--- src/include/dram_cycle_consts.svh ---
`ifndef DRAM_CYCLE_CONSTS_SVH
`define DRAM_CYCLE_CONSTS_SVH

// Number of identical row strobe copies driven for load sharing.
`define ROW_STROBE_COPIES   4
`define ROW_STROBE_ALL_OFF  4'hF
`define ROW_STROBE_ALL_ON   4'h0

// Reset, idle and asserted levels of the single-bit outputs.
`define STROBE_N_OFF        1'h1
`define STROBE_N_ON         1'h0
`define FLAG_CLEAR          1'h0
`define FLAG_SET            1'h1
`define PRECHARGE_RESET     1'h1

// Timing that the outside refresh counter keeps, in its own unit.
`define CORE_CLK_PERIOD_NS  100
`define REFRESH_INTERVAL_NS 15600
`define REFRESH_INTERVAL_CYC (`REFRESH_INTERVAL_NS / `CORE_CLK_PERIOD_NS)

`endif

--- src/include/dram_cycle_pkg.sv ---
`default_nettype none

package dram_cycle_pkg;

   typedef struct packed {
      logic addr_strobe_n;
      logic addr_hold;
      logic burst_ready_n;
      logic burst_last_n;
      logic bus_backoff_n;
   } cpu_bus_s;

   typedef struct packed {
      logic dram_select_n;
      logic write_done_ready_n;
      logic row_match_n;
      logic write_pending_n;
   } dram_status_s;

   typedef enum logic [1:0] {CA_IDLE, CA_START, CA_DRAM, CA_WMISS} ca_state_e;
   typedef enum logic [1:0] {AL_IDLE, AL_HOLD, AL_WMISS} al_state_e;
   typedef enum logic [2:0] {
      PC_READY, PC_ACTIVE, PC_PRECH, PC_REF_A, PC_REF_B
   } pc_state_e;
   typedef enum logic [2:0] {
      RS_IDLE, RS_ACTIVE, RS_MISS, RS_REF_A, RS_REF_B
   } rs_state_e;

endpackage

`default_nettype wire

--- src/rtl/dram_cycle_tracking_row_strobe.sv ---
// Operation
// - Cycle active rises when address strobe or pending flag is sampled.
// - No DRAM select in the clock after start returns to idle.
// - DRAM cycle ends on write ready, burst ready with last, or backoff.
// - Address hold with address strobe keeps the machine idle.
// - Write ready with row strobe on and row mismatch enters write miss.
// - During write miss any starting processor cycle is tracked.
// - One cycle arriving while busy or refreshing is held pending.
// - Pending flag clears once cycle active shows without write miss.
// - Latch hold rises on address strobe, drops off DRAM or at end.
// - Write miss keeps latch hold until the precharge flag drops, then re-arms.
// - Precharge flag follows row strobe; miss gives two clocks precharge.
// - Row strobe drops only for page miss, refresh or reset.
// - Precharge enters refresh timing on strobe off with entry flag.
// - Refresh request sampled at cycle end or idle, never in write miss.
// - Refresh grant drops after the row strobe goes off for refresh.
// - Four identical row strobe copies serve both banks.
// - Row strobe asserts on cycle active, DRAM select and precharge flag.
// - Page miss removes the strobe only inside an active DRAM cycle.
// - After a miss the strobe waits for the precharge flag.
// - Write miss restart uses combined write pending and select term.
// - Grant enters refresh; strobe goes off, then on in RS_REF_B; idle path also refreshes.
// - Grant waits while write pending is active.
// - Cycles starting between request sampling and grant wait for refresh end.
//
// Implementation choices: the plain strobed port and the placing of the registers.
`timescale 1ns/10ps
`default_nettype none
`include "dram_cycle_consts.svh"

module dram_cycle_tracking_row_strobe (
   // Clock and reset
   input  wire logic                     CORE_CLK,
   input  wire logic                     RESET,
   // Processor bus
   input  wire dram_cycle_pkg::cpu_bus_s CPU_BUS,
   // Decode, row compare and write engine
   input  wire dram_cycle_pkg::dram_status_s DRAM_STATUS,
   // Refresh counter handshake
   input  wire logic                     REFRESH_REQUEST,
   output var  logic                     REFRESH_GRANT,
   // Cycle tracking
   output var  logic                     CYCLE_ACTIVE_N,
   output var  logic                     WRITE_MISS_N,
   output var  logic                     PENDING_CYCLE_FLAG,
   output var  logic                     ADDR_LATCH_HOLD,
   // Row strobe timing
   output var  logic                     PRECHARGE_FLAG,
   output var  logic                     REFRESH_ENTRY_FLAG,
   output var  logic [`ROW_STROBE_COPIES-1:0] ROW_STROBE_N
);
   import dram_cycle_pkg::*;

   ca_state_e ca_state_r;
   ca_state_e ca_state_nxt;
   al_state_e al_state_r;
   al_state_e al_state_nxt;
   pc_state_e pc_state_r;
   pc_state_e pc_state_nxt;
   rs_state_e rs_state_r;
   rs_state_e rs_state_nxt;
   logic      pending_nxt;
   logic      armed_r;
   logic      armed_nxt;
   logic      grant_nxt;
   logic      start_now;
   logic      ends_now;
   logic      wmiss_now;
   logic      cycle_active;
   logic      in_dram;
   logic      write_miss;
   logic      dram_sel;
   logic      rs_on;
   logic      refresh_states;
   logic      hold_off;
   logic      sel_wip_n;
   logic      sample_refresh;
   logic      rs_miss_now;

   function automatic logic start_seen(input cpu_bus_s bus);
      return !bus.addr_strobe_n && !bus.addr_hold;
   endfunction

   function automatic logic cycle_ends(input cpu_bus_s     bus,
                                       input dram_status_s st);
      return !st.write_done_ready_n ||
             (!bus.burst_ready_n && !bus.burst_last_n) ||
             !bus.bus_backoff_n;
   endfunction

   function automatic logic write_miss_seen(input dram_status_s st,
                                            input logic         on);
      return !st.write_done_ready_n && on && st.row_match_n;
   endfunction

   assign start_now      = start_seen(CPU_BUS);
   assign ends_now       = cycle_ends(CPU_BUS, DRAM_STATUS);
   assign wmiss_now      = write_miss_seen(DRAM_STATUS, rs_on);
   assign cycle_active   = (ca_state_r != CA_IDLE);
   assign in_dram        = (ca_state_r == CA_START) ||
                           (ca_state_r == CA_DRAM);
   assign write_miss     = (ca_state_r == CA_WMISS);
   assign dram_sel       = !DRAM_STATUS.dram_select_n;
   assign rs_on          = (ROW_STROBE_N == `ROW_STROBE_ALL_ON);
   assign refresh_states = (rs_state_r == RS_REF_A) ||
                           (rs_state_r == RS_REF_B);
   // A cycle that starts while refresh is armed, granted or running must not
   // open a row, so the tracker parks it instead.
   assign hold_off       = armed_r || REFRESH_GRANT || refresh_states;
   assign sel_wip_n      = DRAM_STATUS.write_pending_n |
                           DRAM_STATUS.dram_select_n;

   // Cycle-active machine.
   always_comb
   begin
      ca_state_nxt = ca_state_r;
      case (ca_state_r)
         CA_IDLE:
         begin
            if ((start_now || PENDING_CYCLE_FLAG) && !hold_off)
            begin
               ca_state_nxt = CA_START;
            end
         end
         CA_START:
         begin
            if (!dram_sel)
            begin
               ca_state_nxt = CA_IDLE;
            end
            else if (wmiss_now)
            begin
               ca_state_nxt = CA_WMISS;
            end
            else if (ends_now)
            begin
               ca_state_nxt = CA_IDLE;
            end
            else
            begin
               ca_state_nxt = CA_DRAM;
            end
         end
         CA_DRAM:
         begin
            if (wmiss_now)
            begin
               ca_state_nxt = CA_WMISS;
            end
            else if (ends_now)
            begin
               ca_state_nxt = CA_IDLE;
            end
         end
         CA_WMISS:
         begin
            // The write miss is over once the new row is open again.
            if (rs_state_r == RS_ACTIVE)
            begin
               ca_state_nxt = CA_IDLE;
            end
         end
         default:
         begin
            ca_state_nxt = CA_IDLE;
         end
      endcase
   end

   always_ff @(posedge CORE_CLK)
   begin
      if (RESET)
      begin
         ca_state_r     <= CA_IDLE;
         CYCLE_ACTIVE_N <= `STROBE_N_OFF;
         WRITE_MISS_N   <= `STROBE_N_OFF;
      end
      else
      begin
         ca_state_r     <= ca_state_nxt;
         CYCLE_ACTIVE_N <= (ca_state_nxt == CA_IDLE);
         WRITE_MISS_N   <= (ca_state_nxt != CA_WMISS);
      end
   end

   // Pending-cycle tracker. Only one cycle can be parked because the
   // processor does not issue a second strobe before the first is ready.
   always_comb
   begin
      pending_nxt = PENDING_CYCLE_FLAG;
      if (start_now && (cycle_active || hold_off))
      begin
         pending_nxt = `FLAG_SET;
      end
      else if (cycle_active && !write_miss)
      begin
         pending_nxt = `FLAG_CLEAR;
      end
   end

   always_ff @(posedge CORE_CLK)
   begin
      if (RESET)
      begin
         PENDING_CYCLE_FLAG <= `FLAG_CLEAR;
      end
      else
      begin
         PENDING_CYCLE_FLAG <= pending_nxt;
      end
   end

   // Address-latch-hold machine.
   always_comb
   begin
      al_state_nxt = al_state_r;
      case (al_state_r)
         AL_IDLE:
         begin
            if (start_now || (PENDING_CYCLE_FLAG && dram_sel))
            begin
               al_state_nxt = AL_HOLD;
            end
         end
         AL_HOLD:
         begin
            if ((ca_state_r == CA_START) && !dram_sel)
            begin
               al_state_nxt = AL_IDLE;
            end
            else if (in_dram && wmiss_now)
            begin
               al_state_nxt = AL_WMISS;
            end
            else if (in_dram && ends_now)
            begin
               al_state_nxt = AL_IDLE;
            end
         end
         AL_WMISS:
         begin
            if (cycle_active && !PRECHARGE_FLAG)
            begin
               al_state_nxt = AL_IDLE;
            end
         end
         default:
         begin
            al_state_nxt = AL_IDLE;
         end
      endcase
   end

   always_ff @(posedge CORE_CLK)
   begin
      if (RESET)
      begin
         al_state_r      <= AL_IDLE;
         ADDR_LATCH_HOLD <= `FLAG_CLEAR;
      end
      else
      begin
         al_state_r      <= al_state_nxt;
         ADDR_LATCH_HOLD <= (al_state_nxt != AL_IDLE);
      end
   end

   // Refresh arbitration. The request is looked at only where no write
   // miss can still need the open row.
   assign sample_refresh = (!cycle_active && !start_now &&
                            !PENDING_CYCLE_FLAG) ||
                           (in_dram && dram_sel && ends_now &&
                            !wmiss_now);

   always_comb
   begin
      armed_nxt = armed_r;
      grant_nxt = REFRESH_GRANT;
      if (armed_r && !DRAM_STATUS.write_pending_n)
      begin
         armed_nxt = armed_r;
      end
      else if (armed_r)
      begin
         armed_nxt = `FLAG_CLEAR;
         grant_nxt = `FLAG_SET;
      end
      else if (REFRESH_REQUEST && sample_refresh && !REFRESH_GRANT &&
               !refresh_states)
      begin
         armed_nxt = `FLAG_SET;
      end
      if (REFRESH_GRANT && (rs_state_r == RS_REF_A))
      begin
         grant_nxt = `FLAG_CLEAR;
      end
   end

   always_ff @(posedge CORE_CLK)
   begin
      if (RESET)
      begin
         armed_r       <= `FLAG_CLEAR;
         REFRESH_GRANT <= `FLAG_CLEAR;
      end
      else
      begin
         armed_r       <= armed_nxt;
         REFRESH_GRANT <= grant_nxt;
      end
   end

   // Precharge and refresh timing machine.
   always_comb
   begin
      pc_state_nxt = pc_state_r;
      case (pc_state_r)
         PC_READY:
         begin
            if (rs_on)
            begin
               pc_state_nxt = PC_ACTIVE;
            end
            else if (REFRESH_ENTRY_FLAG)
            begin
               pc_state_nxt = PC_REF_A;
            end
         end
         PC_ACTIVE:
         begin
            // Leaving on the removal edge itself keeps the miss precharge
            // at two clocks instead of three.
            if (rs_miss_now)
            begin
               pc_state_nxt = PC_PRECH;
            end
            else if (!rs_on && REFRESH_ENTRY_FLAG)
            begin
               pc_state_nxt = PC_REF_A;
            end
            else if (!rs_on)
            begin
               pc_state_nxt = PC_PRECH;
            end
         end
         PC_PRECH:
         begin
            pc_state_nxt = PC_READY;
         end
         PC_REF_A:
         begin
            pc_state_nxt = PC_REF_B;
         end
         PC_REF_B:
         begin
            pc_state_nxt = PC_PRECH;
         end
         default:
         begin
            pc_state_nxt = PC_READY;
         end
      endcase
   end

   always_ff @(posedge CORE_CLK)
   begin
      if (RESET)
      begin
         pc_state_r     <= PC_READY;
         PRECHARGE_FLAG <= `PRECHARGE_RESET;
      end
      else
      begin
         pc_state_r     <= pc_state_nxt;
         PRECHARGE_FLAG <= (pc_state_nxt == PC_READY) ||
                           (pc_state_nxt == PC_ACTIVE);
      end
   end

   // Row strobe machine.
   assign rs_miss_now = (rs_state_r == RS_ACTIVE) && !REFRESH_GRANT &&
                        cycle_active && !write_miss && dram_sel &&
                        DRAM_STATUS.row_match_n;

   always_comb
   begin
      rs_state_nxt = rs_state_r;
      case (rs_state_r)
         RS_IDLE:
         begin
            if (REFRESH_GRANT)
            begin
               rs_state_nxt = RS_REF_A;
            end
            else if (cycle_active && dram_sel && PRECHARGE_FLAG)
            begin
               rs_state_nxt = RS_ACTIVE;
            end
         end
         RS_ACTIVE:
         begin
            if (REFRESH_GRANT)
            begin
               rs_state_nxt = RS_REF_A;
            end
            else if (rs_miss_now)
            begin
               rs_state_nxt = RS_MISS;
            end
         end
         RS_MISS:
         begin
            if (REFRESH_GRANT)
            begin
               rs_state_nxt = RS_REF_A;
            end
            else if (PRECHARGE_FLAG && write_miss && !sel_wip_n)
            begin
               rs_state_nxt = RS_ACTIVE;
            end
            else if (PRECHARGE_FLAG && !write_miss && cycle_active &&
                     dram_sel)
            begin
               rs_state_nxt = RS_ACTIVE;
            end
         end
         RS_REF_A:
         begin
            if (pc_state_r == PC_REF_A)
            begin
               rs_state_nxt = RS_REF_B;
            end
         end
         RS_REF_B:
         begin
            // The row is left closed so the next cycle opens a fresh one.
            if (pc_state_r == PC_PRECH)
            begin
               rs_state_nxt = RS_IDLE;
            end
         end
         default:
         begin
            rs_state_nxt = RS_IDLE;
         end
      endcase
   end

   always_ff @(posedge CORE_CLK)
   begin
      if (RESET)
      begin
         rs_state_r         <= RS_IDLE;
         REFRESH_ENTRY_FLAG <= `FLAG_CLEAR;
         ROW_STROBE_N       <= `ROW_STROBE_ALL_OFF;
      end
      else
      begin
         rs_state_r         <= rs_state_nxt;
         REFRESH_ENTRY_FLAG <= (rs_state_nxt == RS_REF_A) ||
                               (rs_state_nxt == RS_REF_B);
         if ((rs_state_nxt == RS_ACTIVE) || (rs_state_nxt == RS_REF_B))
         begin
            ROW_STROBE_N <= `ROW_STROBE_ALL_ON;
         end
         else
         begin
            ROW_STROBE_N <= `ROW_STROBE_ALL_OFF;
         end
      end
   end

endmodule

`default_nettype wire

--- config.mk ---
export PLATFORM = sky130hd
export DESIGN_NAME = dram_cycle_tracking_row_strobe
export DESIGN_NICKNAME = d
export VERILOG_FILES = /design/src/include/dram_cycle_pkg.sv /design/src/rtl/dram_cycle_tracking_row_strobe.sv
export VERILOG_INCLUDE_DIRS = /design/src /design/src/include
export SDC_FILE = /design/constraint.sdc
export NUM_CORES = 1
export LEC_CHECK = 0
export BUFFER_PORTS_ARGS = -buffer_cell sky130_fd_sc_hd__buf_4
export CELL_PAD_IN_SITES_DETAIL_PLACEMENT = 0
export CELL_PAD_IN_SITES_GLOBAL_PLACEMENT = 2
export CORE_MARGIN = 8
export CORE_UTILIZATION = 25
export DETAILED_ROUTE_END_ITERATION = 16
export PLACE_DENSITY = 0.74
export SLEW_MARGIN = 20
export SYNTH_ARGS = -nofsm -noshare
export SYNTH_HDL_FRONTEND = slang
export SYNTH_SLANG_ARGS = --single-unit
export TNS_END_PERCENT = 50
--- constraint.sdc ---
create_clock -name CORE_CLK -period 2.7 [get_ports CORE_CLK]
set_clock_uncertainty 0.1 [all_clocks]
set_input_delay 0.54 -clock CORE_CLK [delete_from_list [all_inputs] [get_ports CORE_CLK]]
set_output_delay 0.54 -clock CORE_CLK [all_outputs]
set_load 0.02 [all_outputs]
==> results.txt <==
- The number of antenna violations at the first check in global routing is 0.
* Final Core Density: 30.7%
- After Yosys synthesis, full adders, half adders and majority gates account for 4.54% of the synthesized area.
- Post-detailed-route via-to-cell ratio: 5.08
- Most common cell in the synthesized netlist: dfxtp_1
* Number of stages on the worst setup path: 7
* Sequential element share of the synthesized area: 34.5%
- Crit path largest cell delay: 0.39 ns
- In the post-route analysis, the smallest setup slack over all paths is 0.401 ns.
* Required time of the critical path: 2.75 ns
- The floorplan has 24 rows.
- In this run, distinct cell masters in the synthesized netlist total 44.
- Among all flip-flop cells after synthesis, the most frequent one is dfxtp_1.
- Diodes inserted: 0
- Dividing the final minimum period by the clock period gives 85.2%.
* Clock-pin slew of the registers on the worst-case setup and hold paths: 0.08 ns
- STA classifies the critical path endpoint as a register.
- Count of filler cells inserted in the layout: 476
* Max Fclk: 435 MHz
* Worst hold start: PENDING_CYCLE_FLAG
- Multiplexer fraction of the synthesized cell area: 1.02%
- Nets@finish: 158
- The critical path goes through inv_1, ha_1, mux2_2, o311a_1, a2111o_1, nor3_1, o21bai_1.
- Average wire per cell in the routed design: 14.5 microns
- The worst setup path is of the reg2reg kind.
* Endpoint of the worst-slack reg-to-reg timing path: ROW_STROBE_N[2]
* Max_slew headroom: 66.0%
- Startpoint of the worst-slack reg-to-reg timing path: ca_state_r[0]
- Number of H-tree branching levels: 1
- Combined area of all synthesized cells: 1100 sq um
- Outcome: finished, final reports clean
* Number of synthesized flops with an enable pin: 0
- Vias in the first global route: 1002
- The first global-routing pass estimated 4.55 mm of wire.
* Dominant combinational cell family by area after synthesis: compound AO/OA/AOI/OAI gates
- Cell class contributing the biggest share of worst-path delay: compound AO/OA/AOI/OAI gates
* Area share of and/or/nand/nor cells after synthesis: 22.2%
- For the worst-skew pair, the clock arrives at the later sink with an insertion delay of 0.26 ns.
* Synthesized flop and latch total: 19
* # clock sinks: 19
- Final hold violation count: 0
- Maximum number of pins on one net before global-route repair: 16
* Fraction of post-synthesis cell area in the top cell type by area: 34.5%
- The Yosys step of the flow raised 0 warnings.
- Drt total wl: 2.80 mm
- CTS Root Cell: clkbuf_8
- Number of buffers inserted by port buffering: 22
- The die covers 6790 sq um.
- Global-route usage over all layers: 8.67%
* CTS resizes: 0
- The floorplan step defined a core boundary enclosing 4290 sq um.
* Buffers and inverters on the worst path: 1
- The final route contains 981 vias.
- Synth area leader: dfxtp_1
- The pre-antenna-repair detailed-routing pass consisted of 4 iterations.
- Maximum vdd ir drop: 0.445 mV
* CTS Hold Buffers Added: 0
* Cell count after synthesis: 123
- Detailed router's first-iteration violation count: 54
- Sorting the synthesized cells by how often they occur yields dfxtp_1 (19), nor2_1 (14), inv_1 (9), a21oi_1 (8), nand2b_1 (5).
- Logic depth of the worst register-to-register path: 7
* Starting utilization of the core area: 25.7%
- Top cells by area, synth: dfxtp_1 (35%), nor2_1 (4.8%), ha_1 (4.5%)
- Remaining antenna violation count after routing: 0
- The total overflow left after global routing is 0.
* Detailed placement HPWL: 2.23 mm
- Final Hold Slack: 0.404 ns
* Total CTS buffers: 3
* Fraction of the mapped netlist area in compound gates: 28.4%
- Of the total synthesized cell area, the portion taken by XOR and XNOR cells is 0.795%.
- Number of placed I/O pins: 23
* Setup total negative slack: 0 ns
* CP max stage cell: dfxtp_1
* Unrepaired setup endpoints after global routing: no
- Post-route minimum period: 2.30 ns
- DRC errors left: 0
* Horizontal extent of the die: 82.4 microns
- Cell count of the worst hold path: 2
- Worst setup SP type: register
* Endpoint of the worst hold-timing path: PENDING_CYCLE_FLAG
* Power Density: 968 nW/um^2
- The average instance in the mapped netlist occupies 8.96 sq um.
- Data arrives at the worst endpoint at 2.35 ns.
* Worst Tran Pin Value: 0.505 ns
- Setup violators final: 0
- Summed over all cells, the static leakage comes to 0.000509 uW.
- FFs w/ async S/R, synth: 0%
- In this run the worst path has a maximum fanout of 10.
* Routability Congestion: 0.778
* Count of buffers added by post-CTS timing repair for setup: 0
- Clock tree from TritonCTS: yes
* Kind of path behind the tightest hold check: reg2reg
- Worst setup slack after placement: 0.382 ns
* Final-report max-slew violation count: 0
- Reg2Reg Setup Slack: 0.40 ns
* Buffer depth of the longest clock path: 2
- The die is 82.4 microns tall.
- The number of nets in the synthesized netlist is 139.
- Compared with the post-synthesis result, the final layout area differs by 19.5%.
- In the final layout, the share of cells above drive strength 1 is 25.5%.
- Number of max-capacitance violations reported: 0
==> logic make-up after synthesis <==
logic type / after synthesis
AO/OA/AOI/OAI: 39
XOR/XNOR: 1
adder cells (fa/ha/maj): 4
buffers and inverters: 17
flip-flops: 19
multiplexers: 1
AND/OR/NAND/NOR: 42
==> per-layer routing <==
metal  GRT usage, %  vias to the layer above  part of all wire, %
li1               -                      485                    -
met1           9.65                      468                   44
met2           14.6                       24                   47
met3           3.90                        4                  8.3
met4           2.28                        0                  1.2
met5              0                        -                    0
==> final cells by class <==
| type | instances | area [sq um] | share of cell area [%] |
|---|---|---|---|
| multi-input combinational | 87 | 628 | 47.7 |
| sequential | 19 | 380 | 28.9 |
| timing repair buffer | 22 | 165 | 12.5 |
| tap | 52 | 65.1 | 4.94 |
| clock buffer | 4 | 45.0 | 3.42 |
| inverter | 9 | 33.8 | 2.56 |
==> power by group <==
part	switching (uW)	internal [uW]	leakage [uW]
sequential	93.9	352	0.000155
combinational	347	276	0.000331
clock	101	105	0.0000228
total	542	733	0.000509
==> worst max path at each step <==
stage / startpoint / to / slack (ns)
2_1_floorplan: ca_state_r[0] / ROW_STROBE_N[2] / 0.59
6_report: ca_state_r[0] / ROW_STROBE_N[2] / 0.40
5_1_grt: ca_state_r[0] / PRECHARGE_FLAG / 0.26
4_1_cts: ca_state_r[0] / PRECHARGE_FLAG / 0.39
3_3_place_gp: ca_state_r[0] / ROW_STROBE_N[2] / 0.48
3_5_place_dp: ca_state_r[0] / PRECHARGE_FLAG / 0.38
==> registers in the layout, summed over array words and instances, names as in the netlist <==
name / count
rs_state_r: 3
PENDING_CYCLE_FLAG: 1
PRECHARGE_FLAG: 1
WRITE_MISS_N: 1
ROW_STROBE_N: 1
pc_state_r: 3
REFRESH_ENTRY_FLAG: 1
CYCLE_ACTIVE_N: 1
armed_r: 1
REFRESH_GRANT: 1
al_state_r: 2
ADDR_LATCH_HOLD: 1
ca_state_r: 2
==> worst reg2reg max path: stages (launching register included) <==
cell and delay (ns):
dfxtp_1 0.39, inv_1 0.11, ha_1 0.35, mux2_2 0.32, o311a_1 0.32, a2111o_1 0.32
nor3_1 0.20, o21bai_1 0.07
==> placed cells by master, fill, tap and decap left out, types with 2 or more instances in the layout <==
| master | n |
|---|---|
| o211ai_1 | 2 |
| nor3b_1 | 3 |
| nand2_1 | 3 |
| dfxtp_1 | 19 |
| clkbuf_8 | 3 |
| a211oi_1 | 3 |
| nor2_1 | 14 |
| nand3_1 | 2 |
| a311oi_1 | 2 |
| nor3_1 | 4 |
| buf_4 | 22 |
| a21oi_1 | 8 |
| nand2b_1 | 5 |
| o21bai_1 | 3 |
| o21ai_0 | 4 |
| a31oi_1 | 3 |
| ha_1 | 4 |
| inv_1 | 9 |
| nor2b_1 | 2 |
| o32ai_1 | 2 |
==> through the flow <==
step / total power [uW] / cells / instance area [sq um]
after floorplan: 942 / 123 / 1100
after global placement: 1070 / 189 / 1270
after detailed placement: 1080 / 189 / 1270
after CTS: 1290 / 193 / 1320
after global routing: 1390 / 193 / 1320
final: 1280 / 193 / 1320
Power figures use the tool's default switching activity.
